===== src/core/cso_pkg.sv =====
// Shared constants and types for the sync, verify and error-policy objects.
//
// Operation
// - Device holds writable sync counter wrap value.
// - Wrap value 8-bit, resets zero, writes 02h-F0h.
// - Date entry counts days since 1 January 1984.
// - Time entry counts milliseconds since last midnight.
// - Write date and time before starting store.
// - Stored stamp survives reset for later read-back.
// - Comm error: 00 preop-if-operational, 01 keep, 02 stop.
// - Other errors: same codes, separate policy, reset 01.
package cso_pkg;
   localparam logic [15:0] IDX_STORE = 16'h1010;
   localparam logic [15:0] IDX_SYNC_WRAP = 16'h1019;
   localparam logic [15:0] IDX_VERIFY = 16'h1020;
   localparam logic [15:0] IDX_ERR_BEH = 16'h1029;
   localparam logic [7:0] SUB_ZERO = 8'h00;
   localparam logic [7:0] SUB_FIRST = 8'h01;
   localparam logic [7:0] SUB_SECOND = 8'h02;
   localparam logic [7:0] ARRAY_ENTRIES = 8'h02;
   localparam logic [7:0] WRAP_MIN = 8'h02;
   localparam logic [7:0] WRAP_MAX = 8'hF0;
   localparam logic [7:0] WRAP_RST = 8'h00;
   localparam logic [7:0] COMM_POL_RST = 8'h00;
   localparam logic [7:0] INT_POL_RST = 8'h01;
   localparam logic [31:0] STAMP_RST = 32'h00000000;
   localparam logic [7:0] POL_PREOP = 8'h00;
   localparam logic [7:0] POL_KEEP = 8'h01;
   localparam logic [7:0] POL_STOP = 8'h02;
   localparam logic [7:0] CNT_ONE = 8'h01;
   localparam logic [7:0] CNT_RST = 8'h00;
   typedef enum logic [1:0] {CSO_PREOP, CSO_OPER, CSO_STOPPED} cso_nmt_t;
   typedef enum logic [1:0] {CSO_CMD_START, CSO_CMD_STOP, CSO_CMD_PREOP} cso_nmt_cmd_t;
endpackage : cso_pkg


===== src/core/cso_link_if.sv =====
// Object access, SYNC and NMT link between the master end and the device end.
interface cso_link_if;
   import cso_pkg::*;
   logic req;
   logic wr;
   logic [15:0] idx;
   logic [7:0] sub;
   logic [31:0] wdata;
   logic ack;
   logic abort;
   logic [31:0] rdata;
   logic sync;
   logic nmt_vld;
   cso_nmt_cmd_t nmt_cmd;
   cso_nmt_t nmt_state;
   modport dev (input req, wr, idx, sub, wdata, sync, nmt_vld, nmt_cmd,
                output ack, abort, rdata, nmt_state);
   modport mst (output req, wr, idx, sub, wdata, sync, nmt_vld, nmt_cmd,
                input ack, abort, rdata, nmt_state);
endinterface : cso_link_if


===== src/core/cso_sync_ctr.sv =====
// SYNC counter that wraps at a configurable value.
module cso_sync_ctr
   import cso_pkg::*;
#(
   parameter int CNT_W = 8
) (
   input wire logic ref_clk_i,
   input wire logic nrst_i,
   input wire logic sync_i,
   input wire logic [CNT_W-1:0] wrap_i,
   output logic [CNT_W-1:0] cnt_o
);
   if (CNT_W != 8) begin : g_chk
      $error("cso_sync_ctr: CNT_W must be 8");
   end

   logic [CNT_W-1:0] cnt_d;
   logic [CNT_W-1:0] cnt_q;

   // A zero wrap value disables counting and holds the counter at zero.
   always_comb begin
      cnt_d = cnt_q;
      if (wrap_i == WRAP_RST) begin
         cnt_d = CNT_RST;
      end else if (sync_i) begin
         if (cnt_q >= wrap_i || cnt_q == CNT_RST) begin
            cnt_d = CNT_ONE;
         end else begin
            cnt_d = cnt_q + CNT_ONE;
         end
      end
   end

   always_ff @(posedge ref_clk_i or negedge nrst_i) begin
      if (!nrst_i) begin
         cnt_q <= CNT_RST;
      end else begin
         cnt_q <= cnt_d;
      end
   end

   assign cnt_o = cnt_q;
endmodule : cso_sync_ctr


===== src/core/cso_dev.sv =====
// Device end: object dictionary entries, stamp store, SYNC counter and NMT error reaction.
module cso_dev
   import cso_pkg::*;
(
   input wire logic ref_clk_i,
   input wire logic nrst_i,
   input wire logic nv_clr_i,
   input wire logic comm_err_i,
   input wire logic int_err_i,
   cso_link_if.dev lnk,
   output cso_nmt_t nmt_state_o,
   output logic [7:0] sync_cnt_o,
   output logic [7:0] wrap_o
);
   logic [7:0] wrap_d;
   logic [7:0] wrap_q;
   logic [31:0] day_d;
   logic [31:0] day_q;
   logic [31:0] ms_d;
   logic [31:0] ms_q;
   logic [7:0] comm_pol_d;
   logic [7:0] comm_pol_q;
   logic [7:0] int_pol_d;
   logic [7:0] int_pol_q;
   logic ack_d;
   logic ack_q;
   logic abort_d;
   logic abort_q;
   logic [31:0] rdata_d;
   logic [31:0] rdata_q;
   logic restore_q;
   logic store_d;
   logic store_q;
   logic [31:0] nv_day_d;
   logic [31:0] nv_day_q;
   logic [31:0] nv_ms_d;
   logic [31:0] nv_ms_q;
   cso_nmt_t nmt_d;
   cso_nmt_t nmt_q;
   logic [7:0] cnt;
   logic sync_ok;

   function automatic cso_nmt_t react(input cso_nmt_t st, input logic [7:0] pol);
      cso_nmt_t res;
      res = st;
      if (pol == POL_PREOP) begin
         if (st == CSO_OPER) begin
            res = CSO_PREOP;
         end
      end else if (pol == POL_STOP) begin
         res = CSO_STOPPED;
      end
      return res;
   endfunction : react

   function automatic logic pol_ok(input logic [31:0] v);
      return v <= {24'h000000, POL_STOP};
   endfunction : pol_ok

   // Object access: every request is answered one cycle later by ack or abort.
   always_comb begin
      wrap_d = wrap_q;
      day_d = day_q;
      ms_d = ms_q;
      comm_pol_d = comm_pol_q;
      int_pol_d = int_pol_q;
      ack_d = 1'b0;
      abort_d = 1'b0;
      rdata_d = rdata_q;
      store_d = 1'b0;
      if (restore_q) begin
         day_d = nv_day_q;
         ms_d = nv_ms_q;
      end
      if (lnk.req) begin
         abort_d = 1'b1;
         if (lnk.idx == IDX_SYNC_WRAP && lnk.sub == SUB_ZERO) begin
            if (!lnk.wr) begin
               rdata_d = {24'h000000, wrap_q};
               abort_d = 1'b0;
            end else if (lnk.wdata >= {24'h000000, WRAP_MIN} && lnk.wdata <= {24'h000000, WRAP_MAX}) begin
               wrap_d = lnk.wdata[7:0];
               abort_d = 1'b0;
            end
         end else if (lnk.idx == IDX_VERIFY) begin
            if (lnk.sub == SUB_ZERO && !lnk.wr) begin
               rdata_d = {24'h000000, ARRAY_ENTRIES};
               abort_d = 1'b0;
            end else if (lnk.sub == SUB_FIRST) begin
               abort_d = 1'b0;
               if (lnk.wr) begin
                  day_d = lnk.wdata;
               end else begin
                  rdata_d = day_q;
               end
            end else if (lnk.sub == SUB_SECOND) begin
               abort_d = 1'b0;
               if (lnk.wr) begin
                  ms_d = lnk.wdata;
               end else begin
                  rdata_d = ms_q;
               end
            end
         end else if (lnk.idx == IDX_ERR_BEH) begin
            if (lnk.sub == SUB_ZERO && !lnk.wr) begin
               rdata_d = {24'h000000, ARRAY_ENTRIES};
               abort_d = 1'b0;
            end else if (lnk.sub == SUB_FIRST) begin
               if (!lnk.wr) begin
                  rdata_d = {24'h000000, comm_pol_q};
                  abort_d = 1'b0;
               end else if (pol_ok(lnk.wdata)) begin
                  comm_pol_d = lnk.wdata[7:0];
                  abort_d = 1'b0;
               end
            end else if (lnk.sub == SUB_SECOND) begin
               if (!lnk.wr) begin
                  rdata_d = {24'h000000, int_pol_q};
                  abort_d = 1'b0;
               end else if (pol_ok(lnk.wdata)) begin
                  int_pol_d = lnk.wdata[7:0];
                  abort_d = 1'b0;
               end
            end
         end else if (lnk.idx == IDX_STORE && lnk.sub == SUB_FIRST && lnk.wr) begin
            store_d = 1'b1;
            abort_d = 1'b0;
         end
         ack_d = !abort_d;
      end
   end

   always_ff @(posedge ref_clk_i or negedge nrst_i) begin
      if (!nrst_i) begin
         wrap_q <= WRAP_RST;
         day_q <= STAMP_RST;
         ms_q <= STAMP_RST;
         comm_pol_q <= COMM_POL_RST;
         int_pol_q <= INT_POL_RST;
         ack_q <= 1'b0;
         abort_q <= 1'b0;
         rdata_q <= STAMP_RST;
         store_q <= 1'b0;
         restore_q <= 1'b1;
      end else begin
         wrap_q <= wrap_d;
         day_q <= day_d;
         ms_q <= ms_d;
         comm_pol_q <= comm_pol_d;
         int_pol_q <= int_pol_d;
         ack_q <= ack_d;
         abort_q <= abort_d;
         rdata_q <= rdata_d;
         store_q <= store_d;
         restore_q <= 1'b0;
      end
   end

   // Non-volatile copy of the stamp: no reset, so it outlives nrst_i.
   always_comb begin
      nv_day_d = nv_day_q;
      nv_ms_d = nv_ms_q;
      if (nv_clr_i) begin
         nv_day_d = STAMP_RST;
         nv_ms_d = STAMP_RST;
      end else if (store_q) begin
         nv_day_d = day_q;
         nv_ms_d = ms_q;
      end
   end

   always_ff @(posedge ref_clk_i) begin
      nv_day_q <= nv_day_d;
      nv_ms_q <= nv_ms_d;
   end

   // NMT state: commands first, then error reactions, which take precedence.
   always_comb begin
      nmt_d = nmt_q;
      if (lnk.nmt_vld) begin
         case (lnk.nmt_cmd)
            CSO_CMD_START: nmt_d = CSO_OPER;
            CSO_CMD_STOP: nmt_d = CSO_STOPPED;
            default: nmt_d = CSO_PREOP;
         endcase
      end
      if (comm_err_i) begin
         nmt_d = react(nmt_d, comm_pol_q);
      end
      if (int_err_i) begin
         nmt_d = react(nmt_d, int_pol_q);
      end
   end

   always_ff @(posedge ref_clk_i or negedge nrst_i) begin
      if (!nrst_i) begin
         nmt_q <= CSO_PREOP;
      end else begin
         nmt_q <= nmt_d;
      end
   end

   // SYNC is not served in Stopped.
   assign sync_ok = lnk.sync && nmt_q != CSO_STOPPED;

   cso_sync_ctr #(
      .CNT_W(8)
   ) cso_sync_ctr_i (
      .ref_clk_i(ref_clk_i),
      .nrst_i(nrst_i),
      .sync_i(sync_ok),
      .wrap_i(wrap_q),
      .cnt_o(cnt)
   );

   assign lnk.ack = ack_q;
   assign lnk.abort = abort_q;
   assign lnk.rdata = rdata_q;
   assign lnk.nmt_state = nmt_q;
   assign nmt_state_o = nmt_q;
   assign sync_cnt_o = cnt;
   assign wrap_o = wrap_q;
endmodule : cso_dev


===== src/flat_wrapper.sv =====
// flat-port wrapper written by rule: the top's interface ports become plain ports
module cso_dev_flat import cso_pkg::*;
  (ref_clk_i, nrst_i, nv_clr_i, comm_err_i, int_err_i, nmt_state_o, sync_cnt_o, wrap_o, lnk_req, lnk_wr, lnk_idx, lnk_sub, lnk_wdata, lnk_sync, lnk_nmt_vld, lnk_nmt_cmd, lnk_ack, lnk_abort, lnk_rdata, lnk_nmt_state);
  cso_link_if lnk_i ();
  input wire logic ref_clk_i;
  input wire logic nrst_i;
  input wire logic nv_clr_i;
  input wire logic comm_err_i;
  input wire logic int_err_i;
  output cso_nmt_t nmt_state_o;
  output logic [7:0] sync_cnt_o;
  output logic [7:0] wrap_o;
  input wire logic [$bits(lnk_i.req)-1:0] lnk_req;
  input wire logic [$bits(lnk_i.wr)-1:0] lnk_wr;
  input wire logic [$bits(lnk_i.idx)-1:0] lnk_idx;
  input wire logic [$bits(lnk_i.sub)-1:0] lnk_sub;
  input wire logic [$bits(lnk_i.wdata)-1:0] lnk_wdata;
  input wire logic [$bits(lnk_i.sync)-1:0] lnk_sync;
  input wire logic [$bits(lnk_i.nmt_vld)-1:0] lnk_nmt_vld;
  input wire logic [$bits(lnk_i.nmt_cmd)-1:0] lnk_nmt_cmd;
  output wire logic [$bits(lnk_i.ack)-1:0] lnk_ack;
  output wire logic [$bits(lnk_i.abort)-1:0] lnk_abort;
  output wire logic [$bits(lnk_i.rdata)-1:0] lnk_rdata;
  output wire logic [$bits(lnk_i.nmt_state)-1:0] lnk_nmt_state;
  assign lnk_i.req = lnk_req;
  assign lnk_i.wr = lnk_wr;
  assign lnk_i.idx = lnk_idx;
  assign lnk_i.sub = lnk_sub;
  assign lnk_i.wdata = lnk_wdata;
  assign lnk_i.sync = lnk_sync;
  assign lnk_i.nmt_vld = lnk_nmt_vld;
  assign lnk_i.nmt_cmd = lnk_nmt_cmd;
  assign lnk_ack = lnk_i.ack;
  assign lnk_abort = lnk_i.abort;
  assign lnk_rdata = lnk_i.rdata;
  assign lnk_nmt_state = lnk_i.nmt_state;
  cso_dev u_core (.ref_clk_i(ref_clk_i), .nrst_i(nrst_i), .nv_clr_i(nv_clr_i), .comm_err_i(comm_err_i), .int_err_i(int_err_i), .lnk(lnk_i), .nmt_state_o(nmt_state_o), .sync_cnt_o(sync_cnt_o), .wrap_o(wrap_o));
endmodule

===== config.mk =====
export PLATFORM = sky130hd
export DESIGN_NAME = cso_dev_flat
export DESIGN_NICKNAME = d
export VERILOG_FILES = /design/src/core/cso_pkg.sv /design/src/core/cso_link_if.sv /design/src/core/cso_sync_ctr.sv /design/src/core/cso_dev.sv /design/src/flat_wrapper.sv
export SDC_FILE = /design/constraint.sdc
export NUM_CORES = 1
export LEC_CHECK = 0
export ABC_AREA = 0
export BUFFER_PORTS_ARGS = -buffer_cell sky130_fd_sc_hd__buf_2
export CORE_MARGIN = 3
export CORE_UTILIZATION = 30
export DETAILED_ROUTE_END_ITERATION = 16
export PLACE_DENSITY = 0.43
export REMOVE_ABC_BUFFERS = 1
export SYNTH_ARGS = -nofsm -noshare
export SYNTH_HDL_FRONTEND = slang
export SYNTH_HIERARCHICAL = 1
export SYNTH_SLANG_ARGS = --single-unit

===== constraint.sdc =====
create_clock -name ref_clk_i -period 2.86 [get_ports ref_clk_i]
set_input_delay 0.429 -clock ref_clk_i [delete_from_list [all_inputs] [get_ports ref_clk_i]]
set_output_delay 0.429 -clock ref_clk_i [all_outputs]
set_load 0.02 [all_outputs]

==> impl_results.md <==
- Status: finished, violations left
- Failing checks: hold timing
- Worst path slowest cell: or3_1
- Setup repair after global routing missed its margin: false
- Skew-Pair Late Insertion Delay: between 400 and 500 ps
- Flip-flop and latch area: around 4600 sq um
- Area of the mapped netlist: just over 9000 sq um
- DR DRC count: 0
- PwrDens: 503.9 nW/um^2
- Worst Setup Path Type: in -> reg
- GP Congestion: around 0.76
- Avg Cell Area, Syn: 10.17 sq um
- Ant diodes: 0
- Final WL: ~25000 microns
- Number of flops mapped to enable cells by yosys: 0
- Initial antenna violation count: 0
- Initial Util: slightly above 30%
- Syn-to-layout area delta: 19.61%
- Gr ovfl total: 0
- HPWL Detailed: 16500 microns
- Hold Buf Count CTS: 0
- Worst rel slew slack: 56.44%
- Slew Limit Fails: 0
- Post-route design area: about 11000 sq um
- Post-place setup slack: between 100 and 150 ps
- Dominant synthesized flop cell: dfrtp_1
- CP Cell Sequence: buf_2 -> nor4_1 -> buf_4 -> nand4_1 -> buf_4 -> or3_1 -> nor3_1 -> nand4_1 -> buf_4 -> mux2_2
- Synth Register Bits: ~200
- Clk pin slew, worst setup/hold paths: ~80 ps
- Peak VDD IR: 0.3479 mV
- Cells on worst reg2reg path: 6
- Final Setup Violations: 0
- First-pass GRT wire length: between 40000 and 50000 microns
- Most frequent cells after synthesis: dfrtp_1 (132), mux2i_1 (132), nor2_1 (122), nand2_1 (112), dfxtp_1 (64)
- H-tree depth: 4
- Drt wl/cell: 17.77 microns
- Crit path DAT: between 2000 and 3000 ps
- Synth cell types: 60
- Area occupied by multi-input gates: between 4000 and 5000 sq um
- Worst Setup Slack, final: 568.5 ps
- Fmax: between 400 and 500 MHz
- Min Tclk post-route: around 2300 ps
- Worst Max-Slew Pin Slew: approximately 650 ps
- Startpoint types: input pin
- Post-synth top area share: a little over a third
- HP Class: in -> async
- Worst r2r src: u_core/cso_sync_ctr_i/cnt_o[5]
- Core box area: 29950 sq um
- Top cells by area, synth: dfrtp_1 (36%), mux2i_1 (14%), dfxtp_1 (14%), nor2_1 (5.0%), nand2_1 (4.6%)
- Layout cells sized above 1: 22.87%
- I/O Buffers: 120
- Final Hold Viols: 18
- Vias: 6963
- NumNets Final: roughly 1100
- Final setup TNS: 0 ps
- Final Skew: about 17 ps
- Total track usage: 15.80%
- Cts repair resizes: 0
- R2r endpoint: u_core/cso_sync_ctr_i/cnt_o[2]
- Largest net degree at the start of global routing: 65
- Max cap viols: 0
- Cell taking the most area after synthesis: dfrtp_1
- Sequential area share after synthesis: between 50% and 60%
- TritonCTS clock tree: yes
- Filler cells: between 3000 and 4000
- Utilization after layout: a little under two fifths
- Hold Slack: -12.15 ps
- Ys async rst share: between 60% and 70%
- Die span in y: 181.3 microns
- Routed Antenna Nets: 0
- Synthesized instance count: about 910
- Max Fanout on Critical Path: 8
- Die W: 181.3 microns
- CP top delay family: simple AND/OR/NAND/NOR gates
- CTS buffer count: 17
- Post-CTS setup buffers: 0
- Vias per cell: between 4 and 5
- DP Area: between 10000 and 15000 sq um
- YS warnings: 6
- CTS Root Cell: clkbuf_16
- Period utilisation layout: between 80% and 90%
- Vias in the first global route: slightly above 7000
- Bufs on Longest Clock Path: 2
- Buf/Inv on CP: 4
- Die ar.: around 33000 sq um
- Pleak: just under 0.005 uW
- Drt first-iter violations: 300
- First-pass detailed-route iteration total: 4
- WP data required: 3180 ps
- Rows: 63
- Crit. End Element: flip-flop
- Clk sinks: 198
- Crit path top cell by count: buf_4
- Worst path max stage delay: 390 ps
- I/O pins: 121
- R2R Setup Slk: 710 ps
report_power, final:
part | total (uW) | switching, uW | internal [uW]
logic | 244 | 160 | 84.7
clock network | 2510 | 1300 | 1210
registers | 2800 | 13.4 | 2790
total | 5560 | 1470 | 4080
routing by layer:
metal / share of wire, % / vias to the layer above / routed length (microns) / global-route usage (%)
met5: 0 / - / 0 / 0
met1: 51 / 3406 / 12870 / 22.49
li1: - / 3400 / - / -
met4: 0.64 / 0 / 162 / 2.895
met2: 45 / 145 / 11250 / 25.29
met3: 3.9 / 12 / 980 / 3.040
cell families (layout without fill, tap and decap cells):
family          after synthesis  after routing  synth area share [%]
flops                       198            198                 50.29
fa+ha+maj                    10             10                 1.357
mux                         176            176                 20.72
xor+xnor                      2              2                0.1900
compound gates              136            136                 8.251
simple gates                318            318                 16.11
buf+inv                      66            191                 3.040
other cells                   1              1               0.04067
cell type report:
cell class	count	share of cell area [%]
clock buffer	17	3.857
clock inverter	15	1.679
inverter	13	0.4425
multi-input combinational	643	39.19
sequential	198	42.11
tap	390	4.425
timing repair buffer	146	8.294
metrics by stage:
step | hold slack, ps | total power (uW) | cells
3_3_place_gp | 461.3 | 3112 | 1390
4_1_cts | 4.943 | 5648 | 1422
5_1_grt | 13.89 | 5802 | 1422
6_report | -12.15 | 5557 | 1422
3_5_place_dp | 465.4 | 3111 | 1390
2_1_floorplan | 133.4 | 2927 | 854
flip-flops by register name, summed over array words and instances (netlist names), 2 cells and up:
register                     cells
u_core/nv_day_q                 32
u_core/cso_sync_ctr_i/cnt_o      8
u_core/wrap_o                    8
u_core/comm_pol_q                8
u_core/day_q                    32
u_core/nv_ms_q                  32
u_core/lnk.nmt_state             2
u_core/int_pol_q                 8
u_core/lnk.rdata                32
u_core/ms_q                     32
worst max path at each step:
stage | slack (ps) | cells past startpoint | to | from
3_5_place_dp | 120 | 10 | u_core/int_pol_q[1] | lnk_wdata[30]
4_1_cts | 560 | 10 | u_core/int_pol_q[1] | lnk_wdata[30]
6_report | 570 | 10 | u_core/int_pol_q[1] | lnk_wdata[30]
2_1_floorplan | -700 | 6 | u_core/day_q[0] | lnk_sub[3]
3_3_place_gp | 180 | 10 | u_core/int_pol_q[1] | lnk_wdata[30]
5_1_grt | 420 | 10 | u_core/int_pol_q[1] | lnk_wdata[17]
layout by cell type (no fill, tap or decap), types with 10 or more instances in the layout:
master	count
nor2_1	122
mux2_2	37
nand2_1	111
dfrtp_1	131
nand4_1	10
buf_4	17
inv_1	12
dfxtp_1	64
a21oi_1	48
ha_1	10
buf_2	119
nand3_1	12
o21ai_0	59
nor4_1	12
mux2i_1	132
clkbuf_16	17
and2_1	14
No activity file was read; power rests on OpenSTA's default activity.
